<file path="src/csib_consts.svh">
// Constants for the charger status and event flag bank
`ifndef CSIB_CONSTS_SVH
`define CSIB_CONSTS_SVH
`define CSIB_ADDR_CHG_STATUS   8'h03
`define CSIB_ADDR_REG_THERMAL  8'h04
`define CSIB_ADDR_EVT_FLAGS    8'h05
`define CSIB_ADDR_EVT_MASK     8'h07
`define CSIB_BYTE_ZERO         8'h00
`define CSIB_MASK_RESET        8'h00
`define CSIB_WATCH_ZERO        12'h000
`define CSIB_BIT_INPUT_CURRENT_LIMITED          5
`define CSIB_BIT_OVP           4
`define CSIB_BIT_VALID         3
`define CSIB_BIT_TSHDN         2
`define CSIB_BIT_TREG          1
`define CSIB_BIT_TIMER         0
`define CSIB_BIT_BUCK1         4
`define CSIB_BIT_LINREG3       0
`define CSIB_EVT_THERMISTOR    7
`define CSIB_EVT_CHG_STATE     6
`define CSIB_WATCH_SINGLES     6
`define CSIB_WATCH_THM_LO      9
`define CSIB_WATCH_THM_HI      11
`define CSIB_WATCH_CHG_LO      6
`define CSIB_WATCH_CHG_HI      8
`endif

</file>
<file path="src/csib_pkg.sv">
// Types shared by the charger status and event flag bank
package csib_pkg;
   typedef logic [7:0]  csib_byte_t;
   typedef logic [11:0] csib_watch_t;
endpackage

</file>
<file path="src/csib_change_det.sv">
// Change detector over the watched status fields
`include "csib_consts.svh"
module csib_change_det (
   input  wire logic          core_clk,
   input  wire logic          rst_n,
   input  wire logic          ce,
   input  csib_pkg::csib_watch_t watched,
   output csib_pkg::csib_byte_t  events
);
   csib_pkg::csib_watch_t prev;
   csib_pkg::csib_watch_t diff;
   csib_pkg::csib_watch_t next_prev;
   csib_pkg::csib_byte_t  next_events;
   logic                  armed;
   logic                  next_armed;

   ////////////////////////////////////////////////////////////////////////////
   genvar i;
   generate
      for (i = 0; i < $bits(csib_pkg::csib_watch_t); i++) begin : gDiff
         assign diff[i] = watched[i] ^ prev[i];
      end
   endgenerate

   // First sample after reset only arms, so reset itself raises no event
   always_comb begin
      next_prev = watched;
      next_armed = 1'b1;
      next_events = `CSIB_BYTE_ZERO;
      if (armed) begin
         next_events[`CSIB_EVT_THERMISTOR] = |diff[`CSIB_WATCH_THM_HI:`CSIB_WATCH_THM_LO];
         next_events[`CSIB_EVT_CHG_STATE] = |diff[`CSIB_WATCH_CHG_HI:`CSIB_WATCH_CHG_LO];
         next_events[`CSIB_WATCH_SINGLES-1:0] = diff[`CSIB_WATCH_SINGLES-1:0];
      end
   end

   always_ff @(posedge core_clk) begin
      if (!rst_n) begin
         prev <= `CSIB_WATCH_ZERO;
         armed <= 1'b0;
         events <= `CSIB_BYTE_ZERO;
      end else if (ce) begin
         prev <= next_prev;
         armed <= next_armed;
         events <= next_events;
      end
   end

   ////////////////////////////////////////////////////////////////////////////
   chk_ovp_edge_event: assert property (@(posedge core_clk) disable iff (!rst_n)
      (ce && armed && (watched[`CSIB_BIT_OVP] != prev[`CSIB_BIT_OVP]))
      |=> events[`CSIB_BIT_OVP])
      else $error("overvoltage transition raised no event");

   chk_state_field_event: assert property (@(posedge core_clk) disable iff (!rst_n)
      (ce && armed && (watched[`CSIB_WATCH_THM_HI:`CSIB_WATCH_THM_LO]
         != prev[`CSIB_WATCH_THM_HI:`CSIB_WATCH_THM_LO]))
      |=> events[`CSIB_EVT_THERMISTOR])
      else $error("thermistor field change raised no event");

   // Reset values must never look like a transition
   chk_unarmed_no_event: assert property (@(posedge core_clk) disable iff (!rst_n)
      (ce && !armed) |=> events == `CSIB_BYTE_ZERO)
      else $error("event raised before detector armed");
endmodule

</file>
<file path="src/csib_charger_status_irq_bank.sv">
// Charger status, regulator thermal status and change flag registers
// How it works
// - Charger status readable at 0x03, bits 5..0
// - Input valid bit mirrors supply presence
// - Regulator thermal status readable at 0x04
// - Thermal-off bits follow each regulator live
// - Eight change flags readable at 0x05
// - Any charger status, thermistor or charge state transition sets its flag
// - Mask bit zero suppresses that flag's interrupt
`include "csib_consts.svh"
module csib_charger_status_irq_bank (
   input  wire logic             core_clk,
   input  wire logic             rst_n,
   input  wire logic             ce,
   input  wire logic             regRead,
   input  wire logic             regWrite,
   input  csib_pkg::csib_byte_t  regAddr,
   input  csib_pkg::csib_byte_t  regWdata,
   input  wire logic             inputCurrentLimited,
   input  wire logic             inputOvervoltageActive,
   input  wire logic             inputSupplyValid,
   input  wire logic             chargerThermalShutdown,
   input  wire logic             chargerThermalRegulation,
   input  wire logic             chargerTimerExpired,
   input  wire logic             buckOneThermalOff,
   input  wire logic             buckTwoThermalOff,
   input  wire logic             linregOneThermalOff,
   input  wire logic             linregTwoThermalOff,
   input  wire logic             linregThreeThermalOff,
   input  wire logic [2:0]       thermistorState,
   input  wire logic [2:0]       chargeState,
   output csib_pkg::csib_byte_t  regRdata,
   output logic                  regRvalid,
   output logic                  eventPending
);
   csib_pkg::csib_byte_t chgStatus;
   csib_pkg::csib_byte_t thermStatus;
   csib_pkg::csib_byte_t flags;
   csib_pkg::csib_byte_t mask;
   csib_pkg::csib_byte_t events;
   csib_pkg::csib_watch_t watched;
   csib_pkg::csib_byte_t next_chgStatus;
   csib_pkg::csib_byte_t next_thermStatus;
   csib_pkg::csib_byte_t next_flags;
   csib_pkg::csib_byte_t next_mask;
   csib_pkg::csib_byte_t next_regRdata;
   logic                 next_regRvalid;
   logic                 next_eventPending;
   logic                 clearFlags;

   ////////////////////////////////////////////////////////////////////////////
   // Detector registers its events alongside the status copy, so flags trail the status copy by a cycle
   assign watched = {thermistorState, chargeState, inputCurrentLimited,
                     inputOvervoltageActive, inputSupplyValid, chargerThermalShutdown,
                     chargerThermalRegulation, chargerTimerExpired};

   csib_change_det uDet (
      .core_clk (core_clk),
      .rst_n    (rst_n),
      .ce       (ce),
      .watched  (watched),
      .events   (events)
   );

   ////////////////////////////////////////////////////////////////////////////
   always_comb begin
      next_chgStatus = `CSIB_BYTE_ZERO;
      next_chgStatus[`CSIB_BIT_INPUT_CURRENT_LIMITED] = inputCurrentLimited;
      next_chgStatus[`CSIB_BIT_OVP] = inputOvervoltageActive;
      next_chgStatus[`CSIB_BIT_VALID] = inputSupplyValid;
      next_chgStatus[`CSIB_BIT_TSHDN] = chargerThermalShutdown;
      next_chgStatus[`CSIB_BIT_TREG] = chargerThermalRegulation;
      next_chgStatus[`CSIB_BIT_TIMER] = chargerTimerExpired;
      next_thermStatus = `CSIB_BYTE_ZERO;
      next_thermStatus[`CSIB_BIT_BUCK1:`CSIB_BIT_LINREG3] = {buckOneThermalOff,
         buckTwoThermalOff, linregOneThermalOff, linregTwoThermalOff, linregThreeThermalOff};
      clearFlags = regRead && (regAddr == `CSIB_ADDR_EVT_FLAGS);
      // Set wins over the read clear so no event is lost
      next_flags = (clearFlags ? `CSIB_BYTE_ZERO : flags) | events;
      // Flag and status registers ignore writes
      next_mask = mask;
      if (regWrite && (regAddr == `CSIB_ADDR_EVT_MASK)) begin
         next_mask = regWdata;
      end
      next_regRvalid = regRead;
      next_regRdata = regRdata;
      if (regRead) begin
         case (regAddr)
            `CSIB_ADDR_CHG_STATUS:  next_regRdata = chgStatus;
            `CSIB_ADDR_REG_THERMAL: next_regRdata = thermStatus;
            `CSIB_ADDR_EVT_FLAGS:   next_regRdata = flags;
            `CSIB_ADDR_EVT_MASK:    next_regRdata = mask;
            default:                next_regRdata = `CSIB_BYTE_ZERO;
         endcase
      end
      next_eventPending = |(next_flags & next_mask);
   end

   always_ff @(posedge core_clk) begin
      if (!rst_n) begin
         chgStatus <= `CSIB_BYTE_ZERO;
         thermStatus <= `CSIB_BYTE_ZERO;
         flags <= `CSIB_BYTE_ZERO;
         mask <= `CSIB_MASK_RESET;
         regRdata <= `CSIB_BYTE_ZERO;
         regRvalid <= 1'b0;
         eventPending <= 1'b0;
      end else if (ce) begin
         chgStatus <= next_chgStatus;
         thermStatus <= next_thermStatus;
         flags <= next_flags;
         mask <= next_mask;
         regRdata <= next_regRdata;
         regRvalid <= next_regRvalid;
         eventPending <= next_eventPending;
      end
   end

   ////////////////////////////////////////////////////////////////////////////
   chk_chg_status_read: assert property (@(posedge core_clk) disable iff (!rst_n)
      (ce && regRead && regAddr == `CSIB_ADDR_CHG_STATUS)
      |=> (regRdata == $past(chgStatus)) && (regRdata[7:6] == 2'h0) && regRvalid)
      else $error("charger status read returned wrong data");

   chk_input_valid_follow: assert property (@(posedge core_clk) disable iff (!rst_n)
      ($past(ce) && $past(rst_n))
      |-> chgStatus[`CSIB_BIT_VALID] == $past(inputSupplyValid))
      else $error("input valid bit does not follow supply");

   chk_therm_status_read: assert property (@(posedge core_clk) disable iff (!rst_n)
      (ce && regRead && regAddr == `CSIB_ADDR_REG_THERMAL)
      |=> (regRdata == $past(thermStatus)) && (regRdata[7:5] == 3'h0))
      else $error("regulator thermal read returned wrong data");

   chk_buck_thermal_follow: assert property (@(posedge core_clk) disable iff (!rst_n)
      ($past(ce) && $past(rst_n))
      |-> thermStatus[`CSIB_BIT_BUCK1] == $past(buckOneThermalOff))
      else $error("buck one thermal bit does not follow");

   chk_flags_read_data: assert property (@(posedge core_clk) disable iff (!rst_n)
      (ce && clearFlags) |=> regRdata == $past(flags))
      else $error("flag read returned wrong data");

   chk_event_sets_flag: assert property (@(posedge core_clk) disable iff (!rst_n)
      (ce && events[`CSIB_BIT_OVP]) |=> flags[`CSIB_BIT_OVP])
      else $error("overvoltage event did not set its flag");

   chk_mask_gates_pending: assert property (@(posedge core_clk) disable iff (!rst_n)
      ($past(rst_n)) |-> eventPending == |(flags & mask))
      else $error("pending output disagrees with masked flags");

   chk_read_clears_flags: assert property (@(posedge core_clk) disable iff (!rst_n)
      (ce && clearFlags && events == `CSIB_BYTE_ZERO) |=> flags == `CSIB_BYTE_ZERO)
      else $error("flag read did not clear flags");

   chk_set_beats_clear: assert property (@(posedge core_clk) disable iff (!rst_n)
      (ce && clearFlags && events != `CSIB_BYTE_ZERO) |=> flags == $past(events))
      else $error("event lost during flag read");

   chk_event_reaches_flag: assert property (@(posedge core_clk) disable iff (!rst_n)
      ce |=> (flags & $past(events)) == $past(events))
      else $error("detected event missing from flags");

   chk_flags_stay_sticky: assert property (@(posedge core_clk) disable iff (!rst_n)
      (ce && !clearFlags) |=> (flags & $past(flags)) == $past(flags))
      else $error("flag dropped without a flag read");

   chk_flags_write_ignored: assert property (@(posedge core_clk) disable iff (!rst_n)
      (ce && regWrite && !regRead && regAddr == `CSIB_ADDR_EVT_FLAGS
         && events == `CSIB_BYTE_ZERO)
      |=> flags == $past(flags))
      else $error("write altered the flag register");

   chk_mask_write_lands: assert property (@(posedge core_clk) disable iff (!rst_n)
      (ce && regWrite && regAddr == `CSIB_ADDR_EVT_MASK) |=> mask == $past(regWdata))
      else $error("mask write did not land");

   chk_mask_holds: assert property (@(posedge core_clk) disable iff (!rst_n)
      (ce && !(regWrite && regAddr == `CSIB_ADDR_EVT_MASK)) |=> mask == $past(mask))
      else $error("mask changed without a mask write");

   chk_pending_on_event: assert property (@(posedge core_clk) disable iff (!rst_n)
      (ce && !regWrite && (events & mask) != `CSIB_BYTE_ZERO) |=> eventPending)
      else $error("unmasked event raised no pending");

   chk_unmapped_read_zero: assert property (@(posedge core_clk) disable iff (!rst_n)
      (ce && regRead && !(regAddr inside {`CSIB_ADDR_CHG_STATUS, `CSIB_ADDR_REG_THERMAL,
         `CSIB_ADDR_EVT_FLAGS, `CSIB_ADDR_EVT_MASK}))
      |=> regRdata == `CSIB_BYTE_ZERO)
      else $error("unmapped read returned nonzero data");

   chk_rvalid_after_read: assert property (@(posedge core_clk) disable iff (!rst_n)
      (ce && regRead) |=> regRvalid)
      else $error("read gave no valid pulse");

   chk_rvalid_idle_low: assert property (@(posedge core_clk) disable iff (!rst_n)
      (ce && !regRead) |=> !regRvalid)
      else $error("valid pulse without a read");

   // Clock enable low must hold every flop, even with strobes present
   chk_freeze_state: assert property (@(posedge core_clk) disable iff (!rst_n)
      (!ce && rst_n) |=> $stable(flags) && $stable(mask) && $stable(regRdata))
      else $error("state moved while clock enable low");

   chk_freeze_outputs: assert property (@(posedge core_clk) disable iff (!rst_n)
      (!ce && rst_n) |=> $stable(regRvalid) && $stable(eventPending))
      else $error("outputs moved while clock enable low");

   chk_chg_reserved_zero: assert property (@(posedge core_clk) disable iff (!rst_n)
      (chgStatus >> (`CSIB_BIT_INPUT_CURRENT_LIMITED + 1)) == `CSIB_BYTE_ZERO)
      else $error("unused charger status bits not zero");

   chk_therm_reserved_zero: assert property (@(posedge core_clk) disable iff (!rst_n)
      (thermStatus >> (`CSIB_BIT_BUCK1 + 1)) == `CSIB_BYTE_ZERO)
      else $error("unused thermal status bits not zero");

   chk_linreg_thermal_follow: assert property (@(posedge core_clk) disable iff (!rst_n)
      ($past(ce) && $past(rst_n))
      |-> thermStatus[`CSIB_BIT_LINREG3] == $past(linregThreeThermalOff))
      else $error("linear regulator three thermal bit does not follow");
endmodule

</file>
<file path="config.mk">
export PLATFORM = sky130hd
export DESIGN_NAME = csib_charger_status_irq_bank
export DESIGN_NICKNAME = d
export VERILOG_FILES = /design/src/csib_pkg.sv /design/src/csib_change_det.sv /design/src/csib_charger_status_irq_bank.sv
export VERILOG_INCLUDE_DIRS = /design/src
export SDC_FILE = /design/constraint.sdc
export NUM_CORES = 1
export LEC_CHECK = 0
export BUFFER_PORTS_ARGS = -buffer_cell sky130_fd_sc_hd__buf_2
export CORE_MARGIN = 5
export CORE_UTILIZATION = 55
export CTS_CLUSTER_SIZE = 30
export DETAILED_ROUTE_END_ITERATION = 8
export PLACE_DENSITY_LB_ADDON = 0.12
export SLEW_MARGIN = 30
export SYNTH_ARGS = -nofsm -noshare
export SYNTH_HDL_FRONTEND = slang
export SYNTH_SLANG_ARGS = --single-unit
</file>
<file path="constraint.sdc">
create_clock -name core_clk -period 3.5 [get_ports core_clk]
set_clock_uncertainty 0.2 [all_clocks]
set_input_delay 0.7 -clock core_clk [delete_from_list [all_inputs] [get_ports core_clk]]
set_output_delay 0.7 -clock core_clk [all_outputs]
set_load 0.05 [all_outputs]
</file>
==> reports/results.env <==
OUTCOME='complete, no violations'
FINAL_CORE_UTILIZATION_PCT=64.5
POSTROUTEWIRELENGTH_MM=5.81
WORSTPATHCELLLIST='buf_2 -> or4b_4 -> or3_4 -> or2_1 -> a22oi_1 -> nor2_1'
WORST_SETUP_PATH_ENDPOINT='flags[6]'
WORST-ENDPOINT-REQUIRED_NS=3.49
HOLD_VIOLATIONS=0
SETUP.REG_TO_REG.WORST_SLACK_NS=2.10
GRT_MAX_DEGREE=38
CTS_TREE='built'
SYNTH_FLOP_CELL='dfxtp_1'
SYNTH_AREA_PER_CELL_UM2=9.01
CP_MAX_FO=12
INSERTEDDIODECOUNT=0
ROUTE.DETAILED.WL_PER_INST_UM=15.7
GRT_PASS1_WL_MM=9.60
DRIVE_GT1_SHARE_PCT=22.9
SYNTHESIS.INSTANCES=277
GLOBALPLACE.CONGESTION=0.851
ANT_NETS=0
FINAL_CELLS=371
POST_DRT_VIA_CELL_RATIO=5.79
DRT_PRE_ANTENNA_ITERS=4
SYNTHESIS.NETS=315
GRT_USAGE_PCT=19.7
SYNTH_WARNINGS=0
LEAKAGEPOWER_nW=1.11
CRIT_PATH_START_KIND='input pin'
CLK_ROOT_BUFFER_CELL='clkbuf_8'
MAPPEDNETLISTAREA_UM2=2500
NNETSFINAL=356
CTS.REPAIR_TIMING.SETUP_BUFFER_COUNT=0
DETAILEDPLACE.WORSTSLACK_NS=0.787
TIMING.REG2REG.WORST_PATH_DEPTH=4
TNS_NS=0
DIE-HEIGHT_UM=77.4
RESIZED_AFTER_CTS=0
MAX-CLOCK-PATH-BUFFERS=2
REG_TO_REG_STARTPOINT='flags[4]'
CRIT_PATH_MAX_INCR_DELAY_NS=0.54
SYNTH_CELL_TYPE_COUNT=43
POST_CTS_HOLD_BUFFER_COUNT=0
CTS-HTREE-LEVELS=2
SYN2LAYOUT_AREA_GROWTH_PCT=13.3
FINAL_MAX_SLEW_VIOL_COUNT=0
EFFECTIVE_UTILIZATION_AT_FLOORPLAN_PCT=56.9
GRT.OVERFLOW.TOTAL=0
STARTPOINT='regAddr[2]'
RR_ENDPOINT='regRdata[4]'
GRT_ANTENNA_BEFORE_REPAIR=0
SYNTH-SEQ-AREA-SHARE_PCT=41.7
WORST-ENDPOINT-ARRIVAL_NS=2.39
IR_DROP_mV=0.233
ACHIEVABLE-FREQUENCY_MHz=415
CORE.ROWCOUNT=24
CRITPATHKIND='input pin to flip-flop'
COUNT_OF_FLIP_FLOPS_WITH_A_BUILT_IN_ENABLE_AFTER_SYNTHESIS=0
CORE_REGION_AREA_UM2=4380
TIMING.CRITICAL_PATH.TO_TYPE='flip-flop'
IOS=48
DRT_ITER0_DRC=211
MAX_CAP_VIOL_COUNT=0
RELSLEWSLACK_PCT=66.7
INSERTION_DELAY_NS=0.31
GRT_PASS1_VIAS=1998
POWER.TOTAL_mW=1.12
VIAS=2147
PIN_SLEW_WITH_THE_LEAST_HEADROOM_TO_ITS_LIMIT_NS=0.498
DP_CELLS=363
ASYNCSETRESETFLOPFRACSYNTH_PCT=0
TRITONCTS.NUM_BUFFERS=5
FINALWORSTSETUPSLACK_NS=1.09
PORT_BUFFERS=47
HOLD_CLASS='flip-flop to flip-flop'
RSZ_0062_RAISED_AFTER_GLOBAL_ROUTING='no'
FINAL-SETUP-VIOL-COUNT=0
PWR_DENSITY_CELL_nW_PER_UM2=396
CTS.SINKS=52
FINAL.PERIOD_UTILIZATION_PCT=68.8
CRITPATHSLOWESTCELL='or4b_4'
POST-ROUTE-DRC-COUNT=0
PLACE_HPWL_MM=4.29
HORIZONTAL_EXTENT_OF_THE_DIE_UM=77.4
FP.DIEAREA_UM2=5990
FIN_CRIT_NS=2.41
CTS.REPORTEDPATHS.CLKPINSLEW_NS=0.09
SYNTH-SEQ-CELLS=52
-- power by group --
part           switching (mW)  internal (mW)
sequential             0.0192          0.614
combinational          0.0752         0.0618
clock                   0.188          0.162
total                   0.283          0.837
-- placed cells by master, fill, tap and decap left out, types with 6 or more instances in the layout --
master / n
dfxtp_1: 52
buf_2: 47
nor2_1: 30
nand2_1: 27
mux2i_1: 23
a21oi_1: 22
nand3_1: 13
mux2_2: 11
and2_1: 9
xnor2_1: 8
a22oi_1: 8
o21ai_0: 6
clkbuf_8: 6
-- cell usage after synthesis (4+ instances only) --
cell       number  share of area [%]
a211oi_1        4                1.2
and2_1          9                2.3
xnor2_1         8                2.8
nand3_1        13                2.6
o21ai_0         6                1.2
clkbuf_1        9                1.4
dfxtp_1        52                 42
mux2i_1        23                9.2
xor2_1          4                1.4
nand4bb_1       4                1.8
a22oi_1         8                2.4
nand2_1        27                4.1
mux2_2         11                5.0
nor2_1         30                4.5
a21oi_1        22                4.4
-- worst max-delay path: cells and delay by family --
| family | cells | cell delay, ns |
|---|---|---|
| and+or+nand+nor | 4 | 1.28 |
| buffers and inverters | 1 | 0.23 |
| AOI/OAI and AO/OA | 1 | 0.17 |
-- worst min path at each step --
stage	end	startpoint	slack (ns)	cells past startpoint
floorplan	uDet.events[0]	uDet.events[0]	0.24	2
global placement	regRdata[6]	regRdata[6]	0.24	2
detailed placement	regRdata[6]	regRdata[6]	0.24	2
CTS	regRdata[6]	regRdata[6]	0.26	2
global route	regRvalid	regRvalid	0.28	2
finish	regRdata[6]	regRdata[6]	0.25	2
-- area by class of cell --
type / instances / area [um^2]
fillers: 394 / 1560
multi-input cells: 203 / 1350
flip-flops and latches: 52 / 1040
repair buffers: 51 / 265
clock buffers: 8 / 90.1
well taps: 52 / 65.1
inverters: 5 / 18.8
-- flip-flops by register name, indices dropped and copies added (netlist names), 5 cells and up --
name,cells
uDet.prev,12
regRdata,8
uDet.events,8
flags,8
thermStatus,5
mask,8
-- stage by stage --
| step | area [um^2] | hold WS (ns) |
|---|---|---|
| floorplan | 2500 | 0.241 |
| global placement | 2740 | 0.239 |
| detailed placement | 2740 | 0.243 |
| CTS | 2830 | 0.255 |
| global route | 2830 | 0.281 |
| finish | 2830 | 0.250 |
-- logic make-up after synthesis --
group | Yosys count | synth area share (%)
multiplexers | 34 | 14.2
buffers and inverters | 22 | 4.31
XOR/XNOR | 12 | 4.21
AO/OA/AOI/OAI | 61 | 16.2
flip-flops | 52 | 41.7
AND/OR/NAND/NOR | 96 | 19.3
-- layer usage --
layer / part of all wire (%) / track usage, % / vias up
met3: 6.5 / 4.63 / 9
met5: 0 / 0 / -
met4: 2.0 / 8.42 / 0
li1: - / - / 1081
met1: 45 / 26.8 / 985
met2: 46 / 30.0 / 72
Power figures use the tool's default switching activity.
